[config.mk]
export PLATFORM = sky130hd
export DESIGN_NAME = msb_top
export DESIGN_NICKNAME = d
export VERILOG_FILES = /design/src/rtl/msb_pkg.sv /design/src/rtl/msb_est_if.sv /design/src/rtl/msb_charge_est.sv /design/src/rtl/msb_top.sv
export SDC_FILE = /design/constraint.sdc
export NUM_CORES = 1
export LEC_CHECK = 0
export BUFFER_PORTS_ARGS = -buffer_cell sky130_fd_sc_hd__buf_4
export CAP_MARGIN = 10
export CORE_MARGIN = 2
export CORE_UTILIZATION = 59
export DETAILED_ROUTE_END_ITERATION = 16
export HOLD_SLACK_MARGIN = 0.05
export PLACE_DENSITY_LB_ADDON = 0.2
export SYNTH_ARGS = -nofsm -noshare
export SYNTH_HDL_FRONTEND = slang
export SYNTH_HIERARCHICAL = 1
export SYNTH_SLANG_ARGS = --single-unit
[constraint.sdc]
create_clock -name clk_i -period 4.6 [get_ports clk_i]
set_clock_uncertainty 0.05 [all_clocks]
set_input_delay 0.23 -clock clk_i [delete_from_list [all_inputs] [get_ports clk_i]]
set_output_delay 0.23 -clock clk_i [all_outputs]
set_load 0.02 [all_outputs]
[src/rtl/msb_pkg.sv]
// Purpose: Shared constants for the stall and battery supervisor
// Assumes: Voltages in tenths of a volt, factors in tenths, levels in percent
// Notes: Register addresses are word indices on the plain register port
package msb_pkg;
  localparam int CLK_HZ = 20_000_000;
  localparam int TICK_MS = 1000;
  localparam int TICK_CYC = CLK_HZ / 1000 * TICK_MS;
  localparam int AW = 4;
  localparam int VW = 9;
  // Register addresses
  localparam logic [AW-1:0] A_STALL = 4'h0;
  localparam logic [AW-1:0] A_VOLT = 4'h1;
  localparam logic [AW-1:0] A_RSTV = 4'h2;
  localparam logic [AW-1:0] A_FACT = 4'h3;
  localparam logic [AW-1:0] A_LOW = 4'h4;
  localparam logic [AW-1:0] A_LOCK = 4'h5;
  localparam logic [AW-1:0] A_COMP = 4'h6;
  localparam logic [AW-1:0] A_STAT = 4'h7;
  // Field positions, multi-bit fields spaced ten bits apart
  localparam int F_SSPD = 0;
  localparam int F_SDUTY = 10;
  localparam int F_TMO = 20;
  localparam int F_STARTV = 0;
  localparam int F_FULLV = 10;
  localparam int F_RSTV = 0;
  localparam int F_DCHG = 0;
  localparam int F_CHG = 10;
  localparam int F_LLVL = 0;
  localparam int F_LSPD = 10;
  localparam int F_LEN = 0;
  localparam int F_LEXT = 1;
  localparam int F_LPOL = 2;
  localparam int F_LTH = 10;
  localparam int F_COMP = 0;
  localparam int F_NEAR = 10;
  localparam int F_ST_STALL = 0;
  localparam int F_ST_CHG = 1;
  localparam int F_ST_LOCK = 2;
  localparam int F_ST_LIM = 3;
  localparam int F_ST_EST = 10;
  // Reset values
  localparam logic [7:0] RST_SSPD = 8'h05;
  localparam logic [6:0] RST_SDUTY = 7'h32;
  localparam logic [5:0] RST_TMO = 6'h10;
  localparam logic [VW-1:0] RST_STARTV = 9'h0e6;
  localparam logic [VW-1:0] RST_FULLV = 9'h0fa;
  localparam logic [VW-1:0] RST_RSTV = 9'h0dc;
  localparam logic [6:0] RST_FACT = 7'h0a;
  localparam logic [6:0] RST_LLVL = 7'h00;
  localparam logic [6:0] RST_LSPD = 7'h64;
  localparam logic [5:0] RST_LTH = 6'h00;
  localparam logic [6:0] RST_COMP = 7'h00;
  localparam logic [7:0] RST_NEAR = 8'h02;
  localparam logic [6:0] RST_EST = 7'h32;
  localparam logic [6:0] PCT_FULL = 7'h64;
  // Programming ranges
  localparam logic [VW-1:0] V_ZERO = 9'h000;
  localparam logic [VW-1:0] V_PCT = 9'h064;
  localparam logic [VW-1:0] TMO_MIN = 9'h010;
  localparam logic [VW-1:0] TMO_MAX = 9'h020;
  localparam logic [VW-1:0] LSPD_MIN = 9'h00a;
  localparam logic [VW-1:0] LTH_MAX = 9'h032;
  localparam logic [VW-1:0] FAC_MIN = 9'h001;
  localparam logic [VW-1:0] COMP_MAX = 9'h07d;
  localparam logic [VW-1:0] SV_MIN = 9'h0d2;
  localparam logic [VW-1:0] SV_MAX = 9'h122;
  localparam logic [VW-1:0] FV_MIN = 9'h0f0;
  localparam logic [VW-1:0] FV_MAX = 9'h140;
  localparam logic [VW-1:0] RV_MIN = 9'h0c8;
  localparam logic [VW-1:0] RV_MAX = 9'h118;
endpackage

[src/rtl/msb_est_if.sv]
// Purpose: Link between supervisor and charge estimator
// Assumes: One clock domain
// Notes: Supervisor drives settings and tick, estimator answers
`timescale 1ns/1ps
`default_nettype none
interface msb_est_if;
  logic tick;
  logic drive;
  logic [8:0] volt;
  logic [8:0] start_v;
  logic [8:0] full_v;
  logic [8:0] reset_v;
  logic [6:0] dchg_f;
  logic [6:0] chg_f;
  logic [6:0] estimate;
  logic charging;
  modport est (input tick, drive, volt, start_v, full_v, reset_v, dchg_f, chg_f,
    output estimate, charging);
  modport sup (output tick, drive, volt, start_v, full_v, reset_v, dchg_f, chg_f,
    input estimate, charging);
endinterface
`default_nettype wire

[src/rtl/msb_charge_est.sv]
// Purpose: Battery charge estimate with charge and discharge tracking
// Assumes: One tick per second from the supervisor
// Notes: Estimate moves one percent per factor count of ticks
`timescale 1ns/1ps
`default_nettype none
module msb_charge_est (
  // Clock and reset
  input wire logic clk_i,
  input wire logic srst_i,
  // Supervisor link
  msb_est_if.est b
);
  import msb_pkg::*;
  typedef enum logic [1:0] {EST_PWRUP, EST_RUN, EST_CHARGE} msb_est_st_t;
  typedef struct packed {
    msb_est_st_t st;
    logic [6:0] est;
    logic [6:0] cnt;
  } msb_est_t;
  msb_est_t s;
  msb_est_t n;

  always_comb
  begin
    n = s;
    case (s.st)
      EST_PWRUP:
      begin
        if (b.volt >= b.reset_v)
        begin
          n.est = PCT_FULL;
          n.st = EST_RUN;
        end
        else if (b.tick)
          n.st = EST_RUN;
      end
      EST_RUN:
      begin
        if (b.volt > b.start_v)
        begin
          n.st = EST_CHARGE;
          n.cnt = '0;
        end
        else if (b.tick && b.drive)
        begin
          n.cnt = 7'(s.cnt + 7'h01);
          if (n.cnt >= b.dchg_f)
          begin
            n.cnt = '0;
            if (s.est != '0)
              n.est = 7'(s.est - 7'h01);
          end
        end
      end
      EST_CHARGE:
      begin
        // Full check first, so a full level set below start still completes
        if (b.volt > b.full_v)
          n.est = PCT_FULL;
        else if (b.volt <= b.start_v)
          n.st = EST_RUN;
        else if (b.tick)
        begin
          n.cnt = 7'(s.cnt + 7'h01);
          if (n.cnt >= b.chg_f)
          begin
            n.cnt = '0;
            if (s.est < PCT_FULL)
              n.est = 7'(s.est + 7'h01);
          end
        end
      end
      default: n.st = EST_PWRUP;
    endcase
    if (srst_i)
    begin
      n.st = EST_PWRUP;
      n.est = RST_EST;
      n.cnt = '0;
    end
  end

  always_ff @(posedge clk_i)
    s <= n;

  assign b.estimate = s.est;
  assign b.charging = (s.st == EST_CHARGE);
endmodule
`default_nettype wire

[src/rtl/msb_top.sv]
// Purpose: Motor stall fault, battery charge tracking and lift lockout
// Assumes: Measurements synchronous to clk_i; voltage in tenths of a volt
// Notes: Settings are clamped to their legal range when written
// Contract
// - Stall fault when speed and duty both below settings past the timeout
// - Stall duty threshold is a 0 to 100 percent setting for stall only
// - Stall timeout programmable 16 to 32 seconds, sets persistence time
// - Below low charge level, speed cap equals low charge speed, 10 to 100
// - Low charge level 0 to 100 percent; zero disables speed limiting
// - External select takes lockout from input, else from charge estimate
// - Lockout enabled takes shared output from horn; disabled drives horn
// - Internal lockout active when estimate below threshold, 0 to 50 percent
// - Polarity 0 pulls output low when active, 1 leaves it open
// - At power-up, estimate goes to full if voltage reaches reset voltage before the first tick, else it stays at 50
// - Charging begins once voltage rises above start-charge voltage
// - While charging, voltage above full-charge voltage completes charge
// - Charge and discharge factors 0.1 to 10.0, larger means slower
// - Hill-hold compensation only at neutral throttle and near-zero speed
`timescale 1ns/1ps
`default_nettype none
module msb_top #(
  parameter int TICK_CYCLES = msb_pkg::TICK_CYC
) (
  // Clock and reset
  input wire logic clk_i,
  input wire logic srst_i,
  // Register port
  input wire logic [msb_pkg::AW-1:0] addr_i,
  input wire logic [31:0] wdata_i,
  input wire logic wr_i,
  input wire logic rd_i,
  output logic [31:0] rdata_o,
  // Drive and battery measurements
  input wire logic [7:0] speed_est_i,
  input wire logic [6:0] duty_i,
  input wire logic [msb_pkg::VW-1:0] batt_volt_i,
  input wire logic throttle_neutral_i,
  // Lockout and horn
  input wire logic lift_lockout_i,
  input wire logic horn_req_i,
  output logic shared_out_o,
  output logic shared_oe_o,
  output logic lockout_active_o,
  // Supervisory results
  output logic stall_fault_o,
  output logic [6:0] speed_cap_o,
  output logic [6:0] hill_comp_o,
  output logic [6:0] battery_charge_estimate_o,
  output logic charging_o
);
  import msb_pkg::*;

  localparam int TW = $clog2(TICK_CYCLES);
  localparam logic [TW-1:0] TICK_LAST = TW'(TICK_CYCLES - 1);

  if (TICK_CYCLES < 2)
  begin : g_chk
    $error("TICK_CYCLES must be at least 2");
  end

  typedef struct packed {
    logic [7:0] stall_spd;
    logic [6:0] stall_duty;
    logic [5:0] tmo;
    logic [VW-1:0] start_v;
    logic [VW-1:0] full_v;
    logic [VW-1:0] reset_v;
    logic [6:0] dchg_f;
    logic [6:0] chg_f;
    logic [6:0] low_lvl;
    logic [6:0] low_spd;
    logic lk_en;
    logic lk_ext;
    logic lk_pol;
    logic [5:0] lk_th;
    logic [6:0] comp;
    logic [7:0] near;
    logic [TW-1:0] div;
    logic tick;
    logic [TW-1:0] sub;
    logic [5:0] secs;
    logic stall;
    logic lk_act;
    logic oe;
    logic limited;
    logic [6:0] cap;
    logic [6:0] hold;
    logic [31:0] rdata;
  } msb_state_t;

  msb_state_t s;
  msb_state_t n;
  logic stall_cond;
  logic [6:0] est;
  msb_est_if bus();

  function automatic logic [VW-1:0] fld(input logic [31:0] d, input int lsb);
    return d[lsb +: VW];
  endfunction

  // Out-of-range writes saturate instead of being refused
  function automatic logic [VW-1:0] clampv(input logic [VW-1:0] v,
    input logic [VW-1:0] lo, input logic [VW-1:0] hi);
    if (v < lo)
      return lo;
    if (v > hi)
      return hi;
    return v;
  endfunction

  assign est = bus.estimate;
  assign stall_cond = (speed_est_i < s.stall_spd) && (duty_i < s.stall_duty);

  always_comb
  begin
    n = s;
    n.tick = 1'b0;
    n.rdata = '0;
    if (s.div == TICK_LAST)
    begin
      n.div = '0;
      n.tick = 1'b1;
    end
    else
      n.div = TW'(s.div + 1'b1);

    // Stall timer has its own phase so the timeout is exact
    if (!stall_cond)
    begin
      n.sub = '0;
      n.secs = '0;
    end
    else if (s.secs < s.tmo)
    begin
      if (s.sub == TICK_LAST)
      begin
        n.sub = '0;
        n.secs = 6'(s.secs + 6'h01);
      end
      else
        n.sub = TW'(s.sub + 1'b1);
    end

    if (wr_i)
    begin
      case (addr_i)
        A_STALL:
        begin
          n.stall_spd = wdata_i[F_SSPD +: 8];
          n.stall_duty = 7'(clampv(fld(wdata_i, F_SDUTY), V_ZERO, V_PCT));
          n.tmo = 6'(clampv(fld(wdata_i, F_TMO), TMO_MIN, TMO_MAX));
        end
        A_VOLT:
        begin
          n.start_v = clampv(fld(wdata_i, F_STARTV), SV_MIN, SV_MAX);
          n.full_v = clampv(fld(wdata_i, F_FULLV), FV_MIN, FV_MAX);
        end
        A_RSTV: n.reset_v = clampv(fld(wdata_i, F_RSTV), RV_MIN, RV_MAX);
        A_FACT:
        begin
          n.dchg_f = 7'(clampv(fld(wdata_i, F_DCHG), FAC_MIN, V_PCT));
          n.chg_f = 7'(clampv(fld(wdata_i, F_CHG), FAC_MIN, V_PCT));
        end
        A_LOW:
        begin
          n.low_lvl = 7'(clampv(fld(wdata_i, F_LLVL), V_ZERO, V_PCT));
          n.low_spd = 7'(clampv(fld(wdata_i, F_LSPD), LSPD_MIN, V_PCT));
        end
        A_LOCK:
        begin
          n.lk_en = wdata_i[F_LEN];
          n.lk_ext = wdata_i[F_LEXT];
          n.lk_pol = wdata_i[F_LPOL];
          n.lk_th = 6'(clampv(fld(wdata_i, F_LTH), V_ZERO, LTH_MAX));
        end
        A_COMP:
        begin
          n.comp = 7'(clampv(fld(wdata_i, F_COMP), V_ZERO, COMP_MAX));
          n.near = wdata_i[F_NEAR +: 8];
        end
        A_STAT:
          if (wdata_i[F_ST_STALL])
            n.stall = 1'b0;
        default: n.stall = n.stall;
      endcase
    end
    // Set after clear, so a fault in the clearing cycle survives
    if (stall_cond && s.secs >= s.tmo)
      n.stall = 1'b1;

    if (s.lk_ext)
      n.lk_act = s.lk_en && lift_lockout_i;
    else
      n.lk_act = s.lk_en && (est < {1'b0, s.lk_th});
    if (s.lk_en)
      n.oe = n.lk_act ^ s.lk_pol;
    else
      n.oe = horn_req_i;

    n.limited = (s.low_lvl != '0) && (est < s.low_lvl);
    n.cap = n.limited ? s.low_spd : PCT_FULL;
    if (throttle_neutral_i && speed_est_i <= s.near)
      n.hold = s.comp;
    else
      n.hold = '0;

    if (rd_i)
    begin
      case (addr_i)
        A_STALL:
        begin
          n.rdata[F_SSPD +: 8] = s.stall_spd;
          n.rdata[F_SDUTY +: 7] = s.stall_duty;
          n.rdata[F_TMO +: 6] = s.tmo;
        end
        A_VOLT:
        begin
          n.rdata[F_STARTV +: VW] = s.start_v;
          n.rdata[F_FULLV +: VW] = s.full_v;
        end
        A_RSTV: n.rdata[F_RSTV +: VW] = s.reset_v;
        A_FACT:
        begin
          n.rdata[F_DCHG +: 7] = s.dchg_f;
          n.rdata[F_CHG +: 7] = s.chg_f;
        end
        A_LOW:
        begin
          n.rdata[F_LLVL +: 7] = s.low_lvl;
          n.rdata[F_LSPD +: 7] = s.low_spd;
        end
        A_LOCK:
        begin
          n.rdata[F_LEN] = s.lk_en;
          n.rdata[F_LEXT] = s.lk_ext;
          n.rdata[F_LPOL] = s.lk_pol;
          n.rdata[F_LTH +: 6] = s.lk_th;
        end
        A_COMP:
        begin
          n.rdata[F_COMP +: 7] = s.comp;
          n.rdata[F_NEAR +: 8] = s.near;
        end
        A_STAT:
        begin
          n.rdata[F_ST_STALL] = s.stall;
          n.rdata[F_ST_CHG] = bus.charging;
          n.rdata[F_ST_LOCK] = s.lk_act;
          n.rdata[F_ST_LIM] = s.limited;
          n.rdata[F_ST_EST +: 7] = est;
        end
        default: n.rdata = '0;
      endcase
    end

    if (srst_i)
    begin
      n = '0;
      n.stall_spd = RST_SSPD;
      n.stall_duty = RST_SDUTY;
      n.tmo = RST_TMO;
      n.start_v = RST_STARTV;
      n.full_v = RST_FULLV;
      n.reset_v = RST_RSTV;
      n.dchg_f = RST_FACT;
      n.chg_f = RST_FACT;
      n.low_lvl = RST_LLVL;
      n.low_spd = RST_LSPD;
      n.lk_th = RST_LTH;
      n.comp = RST_COMP;
      n.near = RST_NEAR;
      n.cap = PCT_FULL;
    end
  end

  always_ff @(posedge clk_i)
    s <= n;

  assign bus.tick = s.tick;
  assign bus.drive = (duty_i != '0);
  assign bus.volt = batt_volt_i;
  assign bus.start_v = s.start_v;
  assign bus.full_v = s.full_v;
  assign bus.reset_v = s.reset_v;
  assign bus.dchg_f = s.dchg_f;
  assign bus.chg_f = s.chg_f;

  msb_charge_est u_est (
    .clk_i (clk_i),
    .srst_i (srst_i),
    .b (bus.est)
  );

  // Low-side driver: the pin is only ever pulled low or released
  assign shared_out_o = 1'b0;
  assign shared_oe_o = s.oe;
  assign lockout_active_o = s.lk_act;
  assign stall_fault_o = s.stall;
  assign speed_cap_o = s.cap;
  assign hill_comp_o = s.hold;
  assign battery_charge_estimate_o = est;
  assign charging_o = bus.charging;
  assign rdata_o = s.rdata;
endmodule
`default_nettype wire

# After elaboration in Yosys (flattened, before gate mapping)
# Cells that the tools add are included.
# classes
shift	0
add_sub_neg	6
multipliers	0
bitwise	7
eq_ne	27
muxes	150
reduce_logical	36
div	0
n_lt_le_gt_ge	31
# ops
operator	n
$mux W7	30
$mux W9	12
$mux W1	79
$mux W14	5
$add A25 B1 Y25 const B	2
$eq A25 B25 Y1 const B	2
$mux W6	7
$pmux W6 S7	1
$lt A9 B1 Y1 const B	4
$gt A9 B7 Y1 const B	3
$gt A9 B9 Y1 const B	3
$lt A9 B8 Y1 const B	3
$mux W25	1
$pmux W3 S8	1
$pmux W7 S3	1
$reduce_bool A7 Y1	3
$gt A9 B6 Y1 const B	2
$gt A9 B9 Y1	2
$pmux W3 S6	1
$eq A4 B3 Y1 const B	4
$reduce_and A2 Y1	8
$add A7 B1 Y7 const B	2
$ge A7 B7 Y1	2
$lt A7 B7 Y1	2
other kinds (40)	77
# totals
out_inout_bits	58
register_bits	223
memories	0
mem_bits_ro	0
elab_cells	290
latch_bits	0
input_bits	67
mem_bits_rw	0

# Logic depth before layout (Yosys ltp)
# Gate-level depths: netlist of the first run.
# depth
ltp_word	9
depth_mapped	14
ltp_nobuf	13

# Hierarchy
# The synthesis of the first run kept the hierarchy.
# by_module_without_submodules
mod	cells_per_inst	n_inst	area_per_inst_um2	seq_area_each_um2
msb_top	1113	1	9465.3	3983.8
msb_charge_est	301	1	2299.7	320.3

# Worst setup path after synthesis of the first run
# Ideal clock, no wire load.
# synth_path
path_type	register to register
start	register u_est/s[0] (netlist name)
end	register u_est.s, in the netlist u_est/b.estimate[4]
setup_slack_ns	1.761
path_stages_with_launch	15
synth_period_minus_slack_ns	2.839
setup_time_ns	0.123
arrival_time_ns	2.667
n_path_buf	1
required_ns	4.427
cell_sequence	dfxtp_1 ha_1 nand3_1 nor2_1 xnor2_1 inv_1 ha_1 nand4_1 and3_1 o21ai_1 nor4b_1 o221ai_2 buf_2 nor3_1 a21oi_1
# synth_between
elab_chain_len	4
elab_cells_between_ends	6
classes_between	add/sub (1); order compare (2); eq/ne (2); reduce/logical (1)
# synth_rtl
element	line	source
start, declared	msb_charge_est.sv:20	msb_est_t s;
start signal, assigned	msb_charge_est.sv:84	s <= n;
$add A7 B1 Y7 (*)	msb_charge_est.sv:46, msb_charge_est.sv:64	
$ge A7 B7 Y1, on equally long branches	msb_charge_est.sv:65, msb_charge_est.sv:47	
$ne A3 B1 Y1 (no source line) or $ne A2 B1 Y1 (tied branches)	n/a	
$reduce_and A10 Y1 (no source line) (*)	n/a	
# Every way passes the cells marked *; elsewhere a longest branch is shown, timed or not.
# A chain may end at the register's enable or synchronous reset.

# Final worst setup path of the first run
# layout_path
start	register u_est/s[0] (netlist name)
end	register u_est.s, in the netlist u_est/b.estimate[1]
# Same word-level chain as after synthesis.

==> results of run 1 <==
power by group:
group	switching [mW]	internal [mW]
Sequential	0.120	1.91
Combinational	0.471	0.310
Clock	0.804	1.45
Total	1.40	3.67
per-stage QoR:
stage | power [mW] | hold slack [ns] | util | instances | worst slack (ns)
floorplan | 2.59 | 0.316 | - | 1422 | 1.76
global placement | 2.79 | 0.386 | 0.631 | 1683 | 1.33
detailed placement | 2.82 | 0.394 | 0.631 | 1683 | 1.24
CTS | 5.07 | 0.0634 | 0.694 | 1752 | 1.22
global route | 5.24 | 0.110 | 0.694 | 1752 | 0.952
finish | 5.07 | 0.0848 | 0.694 | 1752 | 1.22
path summary, 6_finish.rpt:
| kind | from | to | slack [ns] | cells past startpoint |
|---|---|---|---|---|
| setup / recovery | u_est/s[0]$_SDFFE_PP0P_ | u_est/b.estimate[1]$_SDFFE_PP1P_ | 1.22 | 13 |
| hold / removal | wdata_i[25] | s[190]$_SDFFE_PP1P_ | 0.08 | 4 |
| setup reg to reg | u_est/s[0]$_SDFFE_PP0P_ | u_est/b.estimate[1]$_SDFFE_PP1P_ | 1.22 | 13 |
| hold reg to reg | s[190]$_SDFFE_PP1P_ | rdata_o[24]$_SDFF_PP0_ | 0.40 | 1 |
cell usage in the layout (no fill, tap or decap), types with 9 or more instances in the layout:
cell type / Yosys / layout
nand4_1: 25 / 25
o21ai_0: 40 / 40
clkbuf_16: 0 / 24
buf_4: 57 / 122
and2_1: 28 / 28
xor2_1: 35 / 35
nor2_1: 123 / 123
a211oi_1: 26 / 26
a31oi_1: 12 / 12
conb_1: 1 / 9
a221oi_1: 12 / 12
nand3_1: 60 / 60
a22oi_1: 34 / 34
ha_1: 90 / 90
xnor2_1: 23 / 23
nand2b_1: 14 / 14
o211ai_1: 15 / 15
o31ai_1: 11 / 10
nor4_1: 17 / 16
inv_1: 110 / 110
and3_1: 15 / 15
a21oi_1: 69 / 69
dlygate4sd3_1: 0 / 27
nor3_1: 61 / 61
nand2_1: 120 / 120
or3_1: 10 / 10
dfxtp_1: 215 / 215
a21o_1: 10 / 10
layout make-up:
class                   instances  area (um^2)  area share
multi-input cells             971         6370       0.470
flip-flops and latches        215         4300       0.318
repair buffers                149         1190      0.0876
clock buffers                  31          687      0.0507
inverters                     110          413      0.0305
well taps                     265          332      0.0245
clock inverters                11          255      0.0188
logic make-up (layout without fill, tap and decap cells):
kind of cell,Yosys count,after routing,synth area share
other,1,9,0.000319
AO/OA/AOI/OAI,298,298,0.179
buffers and inverters,236,301,0.0966
adder cells (fa/ha/maj),90,90,0.0957
XOR/XNOR,58,58,0.0432
AND/OR/NAND/NOR,510,510,0.214
multiplexers,6,6,0.00510
flip-flops,215,215,0.366
layer usage:
| layer | track usage | vias to the layer above | part of all wire |
|---|---|---|---|
| met1 | 0.389 | 4976 | 0.41 |
| met5 | 0 | - | 0 |
| met3 | 0.0591 | 115 | 0.092 |
| li1 | - | 5071 | - |
| met2 | 0.505 | 496 | 0.46 |
| met4 | 0.113 | 0 | 0.040 |
sequential cells by signal (all words and copies together), names as in the netlist:
signal,cells
bus.chg_f,7
bus.dchg_f,7
bus.full_v,9
bus.reset_v,9
bus.start_v,9
bus.tick,1
hill_comp_o,7
lockout_active_o,1
rdata_o,24
s,116
shared_oe_o,1
speed_cap_o,7
stall_fault_o,1
u_est/b.estimate,7
u_est/s,9
worst max-delay path, cell delays in order (launching register included):
cell and delay (ns):
dfxtp_1 0.43, ha_1 0.22, nand3_1 0.12, nor2_1 0.15, xnor2_1 0.15, inv_1 0.09, ha_1 0.34, nand4_1 0.10
and3_1 0.18, o21ai_1 0.23, nor4b_1 0.37, o221ai_2 0.35, nor4_1 0.37, a31oi_1 0.07
what timing repair did:
action | in CTS | in global routing
hold buffers | 27 | 0
endpoints found under the setup margin | 0 | 0
endpoints found under the hold margin | 65 | 0
==> results.md, run 1 <==
* Outcome: complete, no violations
* Fraction of layout cells with a size suffix above 1 at 0.126
* Hold Path Class: input port to register
* Max Slew Vio Count at 0
* Clock buffers created by TritonCTS at 24
* Pwr Density at 374 nW/um^2
* Largest net degree at the start of global routing at 50
* Fin Setup TNS at 0 ns
* Top cells by area, synth: dfxtp_1 (37%), ha_1 (9.6%), nor2_1 (3.9%)
* Synth Cell Area at 11800 um^2
* Worst setup EP type: register
* Worst relative slew slack at 0.322
* Detailed Place HPWL at 23700 um
* Die X at 145 um
* Worst-path clk slew at 0.06 ns
* Vias per std cell at 6.08
* Final wirelength at 33100 um
* Clock Tree Root: clkbuf_16
* Initial antenna violation count at 0
* Synth area leader: dfxtp_1
* Drt first pass iters at 8
* Total GRT Usage at 0.303
* Post-route cell area at 13500 um^2
* Crit share post-route at 0.734
* CTS tree: yes
* Global-route wire length before repair at 52700 um
* # fillers at 1611
* Post-synthesis cell type count at 81
* CP required at 4.93 ns
* Fmax at 296 MHz
* Full die area at 21100 um^2
* Synth top area share at 0.366
* Leading cell types by count after synthesis: dfxtp_1 (215), nor2_1 (123), nand2_1 (120)
* Grt ovf at 0
* Drt wl/cell at 18.9 um
* Critical path class: register to register
* CP Max Fanout at 14
* Clock tree buffer depth at 3
* Die height at 145 um
* Vias in the first global route at 10200
* Final hold vios at 0
* Synth-to-Final Area Change at 15.1%
* Setup violators final at 0
* Final ANT Viol Nets at 0
* Latest clock arrival within the worst-skew pair at 0.55 ns
* Synth Register Bits at 215
* Seq/Total Area, Yosys at 0.366
* Worst EP arrival at 3.71 ns
* I/O Pins at 125
* Cell count after synthesis at 1414
* Initial Util at 0.603
* Fin nets at 1628
* Via count at 10700
* Mapped Avg Cell Area at 8.32 um^2
* Initial DRC count at 1123
* CTS resizes at 0
* Synth async-reset ratio at 0
* Area after DPL at 12300 um^2
* Critical Path Start Type: register
* Maximum VDD drop at 303 uV
* Post-CTS setup buffers at 0
* Top FF cell, synth: dfxtp_1
* Slew of the pin with the lowest slew margin at 1.01 ns
* Placeable Area at 19500 um^2
* Clk sinks at 215
* Leakage at 5.43 nW
* H-tree depth at 1
* Site Rows at 51
* Max-capacitance violation count at 0
* Ant diodes at 0
* Warnings, synthesis at 6
* # port buffers at 110
* Most frequent cell after synthesis: dfxtp_1
* Unrepaired setup endpoints after global routing: no
* Drt drc at 0
* Post-synth EDFFs at 0
* Fin crit period at 3.38 ns
* GP Congestion at 0.995
(Power assumes the default switching activity.)
==> run 2, diff against run 1 <==
ABC_AREA = 1   (was unset)
clock period = 3.3 ns   (was 4.6 ns; I/O delays follow)
==> results.md, run 2 <==
* Via count at 12700 (+20%)
* # fillers at 1869 (+16%)
* Top cells by area, synth: dfxtp_1 (33%), nand2_1 (12%), ha_1 (8.7%)
* Synth Cell Area at 13000 um^2 (+10%)
* Die height at 152 um (+4.9%)
* Commonest non-fill, non-tap cells in the layout: nand2_1 (422), inv_1 (269), dfxtp_1 (215)
* # port buffers at 110 (unchanged)
* Most frequent cell after synthesis: nand2_1
* Final wirelength at 38200 um (+16%)
* Warnings, synthesis at 6 (unchanged)
* Fin nets at 2145 (+32%)
* Total GRT Usage at 0.321 (+0.0179)
* Fin crit period at 2.76 ns (-0.617 ns)
* Cell count after synthesis at 1901 (+34%)
* Initial DRC count at 1206 (+7.4%)
* Largest net degree at the start of global routing at 54 (+8.0%)
* Pwr Density at 505 nW/um^2 (+35%)
* Synth top area share at 0.332 (-0.0341)
* Die X at 152 um (+4.9%)
* Ant diodes at 0 (unchanged)
* Fin Setup TNS at 0 ns (unchanged)
* Outcome: complete, no violations
* Unrepaired setup endpoints after global routing: no
* Leading cell types by count after synthesis: nand2_1 (422), inv_1 (269), dfxtp_1 (215)
* Initial Util at 0.598 (-0.00434)
* Grt ovf at 0 (unchanged)
* Worst setup EP type: register
* Clk sinks at 215 (unchanged)
* Crit share post-route at 0.836 (+0.102)
* Drt wl/cell at 16.7 um (-11%)
* Hold Path Class: input port to register
* Final hold vios at 0 (unchanged)
* Fraction of layout cells with a size suffix above 1 at 0.114 (-0.0121)
* Min-Delay Startpoint: addr_i[3]
* Top FF cell, synth: dfxtp_1
* CP Max Fanout at 10 (-4)
* Slew of the pin with the lowest slew margin at 1.13 ns (+0.120 ns)
* Synth Register Bits at 215 (unchanged)
* Crit path launch: u_est/b.estimate[2]$_SDFFE_PP0P_
* Post-synth EDFFs at 0 (unchanged)
* Vias in the first global route at 11800 (+16%)
* Maximum VDD drop at 556 uV (+84%)
* Layout Utilization at 0.677 (-0.0168)
* FF-to-FF Start: u_est/b.estimate[2]$_SDFFE_PP0P_
* Latest clock arrival within the worst-skew pair at 0.52 ns (-0.03 ns)
* Synth area leader: dfxtp_1
* Max-capacitance violation count at 0 (unchanged)
* Mapped Avg Cell Area at 6.82 um^2 (-18%)
* Worst-path clk slew at 0.06 ns (about the same)
* Worst relative slew slack at 0.244 (-0.0778)
* Synth async-reset ratio at 0 (unchanged)
* Initial antenna violation count at 2 (+2)
* Full die area at 23200 um^2 (+10%)
* Clock buffers created by TritonCTS at 23 (-4.2%)
* Multi-input logic area at 7010 um^2 (+10%)
* Global-route wire length before repair at 60900 um (+15%)
* Critical Path Start Type: register
* Placeable Area at 21700 um^2 (+11%)
* Fmax at 363 MHz (+22%)
* Register area at 4300 um^2 (unchanged)
* Clock tree buffer depth at 3 (unchanged)
* Largest register FFs at 116 (unchanged)
* Final ANT Viol Nets at 0 (unchanged)
* Seq/Total Area, Yosys at 0.332 (-0.0341)
* CP required at 3.71 ns (-1.22 ns)
* I/O Pins at 125 (unchanged)
* Max Slew Vio Count at 0 (unchanged)
* Reg with most FFs: s
* Leakage at 6.54 nW (+20%)
* Detailed Place HPWL at 28500 um (+20%)
* H-tree depth at 1 (unchanged)
* CTS tree: yes
* Critical path class: register to register
* Drt drc at 0 (unchanged)
* Post-synthesis cell type count at 50 (-38%)
* GP Congestion at 1.01 (+1.2%)
* Drt first pass iters at 6 (-2)
* Setup violators final at 0 (unchanged)
* Most common cell after layout, fill and taps aside: nand2_1
* Site Rows at 54 (+5.9%)
* Synth-to-Final Area Change at 13.1%
* Clock Tree Root: clkbuf_16
* Vias per std cell at 5.58 (-8.2%)
* Worst EP arrival at 3.17 ns (-0.54 ns)
-- run 2: cell count changes after synthesis, sizes merged, moves of 28 or more --
cell,delta
inv,+172
a21oi,+82
a22oi,-34
nor3,-36
nand2,+323
and2,-28
o21ai,+53
nor2,+101
nand3,+72
clkbuf,-43
-- run 2: repair_timing --
action                                 4_1_cts  5_1_grt
hold buffers                                32        0
buffers inserted                             0        0
gates resized for setup                      0        0
endpoints found under the hold margin       66        0
-- run 2: report_power, final --
group | internal, mW | switching [mW] | total [mW]
Combinational | 0.699 | 1.22 | 1.92
Clock | 1.50 | 1.10 | 2.60
Sequential | 2.70 | 0.181 | 2.88
-- run 2: routing by layer --
metal / part of all wire / global-route usage
met5: 0 / 0
met4: 0.034 / 0.104
met3: 0.11 / 0.0782
met2: 0.44 / 0.502
met1: 0.42 / 0.437
-- run 2: per-stage QoR --
stage / hold WS [ns] / setup WS [ns] / std cells / cell area (um^2) / power [mW]
global placement: 0.390 / 0.689 / 2211 / 13600 / 4.73
global route: 0.0899 / 0.258 / 2283 / 14700 / 7.76
CTS: 0.0532 / 0.569 / 2283 / 14700 / 7.39
floorplan: 0.241 / 0.949 / 1909 / 13000 / 4.30
finish: 0.0703 / 0.541 / 2283 / 14700 / 7.41
detailed placement: 0.390 / 0.619 / 2211 / 13600 / 4.79
-- run 2: path summary, 6_finish.rpt --
path                                     to  slack (ns)  cells past startpoint
setup / recovery     shared_oe_o$_SDFF_PP0_        0.54                     10
hold / removal       rdata_o[18]$_SDFF_PP0_        0.07                      4
setup reg to reg     shared_oe_o$_SDFF_PP0_        0.54                     10
hold reg to reg   hill_comp_o[0]$_SDFF_PP0_        0.40                      2
-- run 2: logic make-up (layout without fill, tap and decap cells) --
family | count (synthesis) | after routing | synth area share
AOI/OAI and AO/OA | 317 | 317 | 0.134
xor gates and xnor gates | 34 | 34 | 0.0230
adders and majority gates | 90 | 90 | 0.0868
buffers and inverters | 379 | 473 | 0.130
DFF | 215 | 215 | 0.332
other | 1 | 9 | 0.000289
and+or+nand+nor | 865 | 865 | 0.294
-- run 2: worst max-delay path: stages, from the launching register on --
cell,delay (ns)
dfxtp_1,0.66
ha_1,0.34
a21oi_1,0.12
nand2_1,0.07
nand2_1,0.06
nand2_1,0.05
nand2_1,0.09
a21oi_1,0.07
dlygate4sd3_1,0.55
nor2_1,0.09
dlygate4sd3_1,0.54
-- run 2: layout make-up --
cell class | count | share of cell area
repair buffers | 149 | 0.0817
inverters | 284 | 0.0727
well taps | 280 | 0.0239
clock buffers | 28 | 0.0425
multi-input cells | 1315 | 0.478
flip-flops and latches | 215 | 0.293
clock inverters | 12 | 0.00827
==> run 3, diff against run 2 <==
clock period = 2.6 ns   (was 3.3 ns; I/O delays follow)
==> results.md, run 3 (same netlist as run 2, synthesis figures left out) <==
* Fin Setup TNS at 0 ns (unchanged)
* Drt first pass iters at 5 (-1)
* CP required at 2.94 ns (-0.77 ns)
* Pwr Density at 653 nW/um^2 (+29%)
* Setup WS post-layout at 0.0838 ns (-0.458 ns)
* Largest net degree at the start of global routing at 65 (+20%)
* Layout Utilization at 0.691 (+0.0144)
* Vias in the first global route at 11900 (+1.1%)
* Final Power at 9.79 mW (+32%)
* Via count at 12900 (+1.3%)
* CP Max Fanout at 10 (unchanged)
* Crit share post-route at 0.968 (+0.132)
* Clk sinks at 215 (unchanged)
* Detailed Place HPWL at 29000 um (+1.6%)
* Drt wl/cell at 17.0 um (+1.4%)
* Outcome: complete, no violations
* Site Rows at 54 (unchanged)
* Inst Count DP at 2222 (+0.50%)
* Maximum VDD drop at 597 uV (+7.3%)
* Worst EP arrival at 2.86 ns (-0.31 ns)
* CTS tree: yes
* Clock buffers created by TritonCTS at 24 (+4.3%)
* Die X at 152 um (unchanged)
* Critical Path Start Type: register
* Worst setup EP type: register
* Die height at 152 um (unchanged)
* Met3 usage at 0.0555 (-0.0228)
* Initial antenna violation count at 0 (-2)
* Slew of the pin with the lowest slew margin at 0.612 ns (-0.522 ns)
* Hold Path Class: input port to register
* Ant diodes at 0 (unchanged)
* Max Slew Vio Count at 0 (unchanged)
* Fin nets at 2163 (+0.84%)
* I/O Pins at 125 (unchanged)
* Total GRT Usage at 0.322 (+0.000552)
* Most Crowded Layer GR: met2
* Max-capacitance violation count at 0 (unchanged)
* Initial DRC count at 1265 (+4.9%)
* Setup violators final at 0 (unchanged)
* Largest register FFs at 116 (unchanged)
* Most common cell after layout, fill and taps aside: nand2_1
* H-tree depth at 1 (unchanged)
* M2 GR Usage at 0.507 (+0.00429)
* Fmax at 397 MHz (+9.6%)
* Critical path class: register to register
* Commonest non-fill, non-tap cells in the layout: nand2_1 (420), inv_1 (268), dfxtp_1 (213)
* # port buffers at 110 (unchanged)
* Initial Util at 0.598 (unchanged)
* Global-route wire length before repair at 61400 um (+0.86%)
* GR Util met1 at 0.451 (+0.0132)
* Fin crit period at 2.52 ns (-0.242 ns)
* Synth-to-Final Area Change at 15.5%
* Worst-path clk slew at 0.06 ns (about the same)
* Pre-CTS setup slack at 0.0659 ns (-0.553 ns)
* Fraction of layout cells with a size suffix above 1 at 0.128 (+0.0132)
* Final hold vios at 0 (unchanged)
* Leakage at 6.70 nW (+2.4%)
* Full die area at 23200 um^2 (unchanged)
* GP Congestion at 0.989 (-1.8%)
* Placeable Area at 21700 um^2 (unchanged)
* Grt ovf at 0 (unchanged)
* Non-Filler Instances at 2303 (+0.88%)
* Vias per std cell at 5.61 (+0.40%)
* Clock tree buffer depth at 3 (unchanged)
* Final wirelength at 39000 um (+2.2%)
* Reg with most FFs: s
* Latest clock arrival within the worst-skew pair at 0.53 ns (about the same)
* Worst relative slew slack at 0.589 (+0.345)
* Clock Tree Root: clkbuf_16
* # fillers at 1918 (+2.6%)
* Final ANT Viol Nets at 0 (unchanged)
* Drt drc at 0 (unchanged)
## run 3: area by class of cell
type                            instances  area, um^2  share of cell area
Clock buffer                           35         722              0.0482
Clock inverter                          8         105             0.00701
Inverter                              284        1070              0.0714
Multi-Input combinational cell       1315        7080               0.473
Sequential cell                       215        4310               0.287
Tap cell                              280         350              0.0234
Timing Repair Buffer                  166        1350              0.0901
## run 3: where the power goes
group | total, mW | internal, mW | switching (mW)
sequential | 3.68 | 3.43 | 0.240
combinational | 2.56 | 0.946 | 1.62
clock | 3.55 | 2.12 | 1.43
## run 3: worst paths after layout
check / cells past startpoint / slack, ns / start / to
max: 15 / 0.08 / u_est/s[1]$_SDFFE_PP0P_ / u_est/b.estimate[4]$_SDFFE_PP1P_
min reg2reg: 2 / 0.40 / s[117]$_SDFFE_PP0P_ / hill_comp_o[2]$_SDFF_PP0_
max reg2reg: 15 / 0.08 / u_est/s[1]$_SDFFE_PP0P_ / u_est/b.estimate[4]$_SDFFE_PP1P_
min: 5 / 0.06 / addr_i[0] / bus.reset_v[6]$_SDFFE_PP1P_
## run 3: through the flow
step / cell area (um^2) / hold WS, ns
floorplan: 13000 / 0.206
global placement: 13700 / 0.341
detailed placement: 13700 / 0.344
CTS: 14900 / 0.0549
global route: 15000 / 0.108
finish: 15000 / 0.0580
## run 3: routing by layer
layer | vias to the layer above | share of wire
met4 | 0 | 0.028
met5 | - | 0
met2 | 592 | 0.45
met1 | 5959 | 0.43
met3 | 84 | 0.10
li1 | 6274 | -
## run 3: worst max-delay path: stages, from the launching register on
cell,delay (ns)
dfxtp_4,0.37
ha_4,0.14
nand3_2,0.09
nand3b_1,0.20
xor2_1,0.22
inv_2,0.11
ha_4,0.29
nand2_1,0.07
nor2_1,0.12
nand2_1,0.08
nand3_2,0.11
nand3_1,0.10
nand2_2,0.12
nand3_4,0.15
nand2_1,0.10
nand3_1,0.08
## run 3: what timing repair did
| item | CTS | global route |
|---|---|---|
| hold buffers | 35 | 0 |
| setup endpoints to repair | 0 | 14 |
| setup buffers | 0 | 3 |
| endpoints found under the hold margin | 81 | 0 |
| gates resized for setup | 0 | 18 |
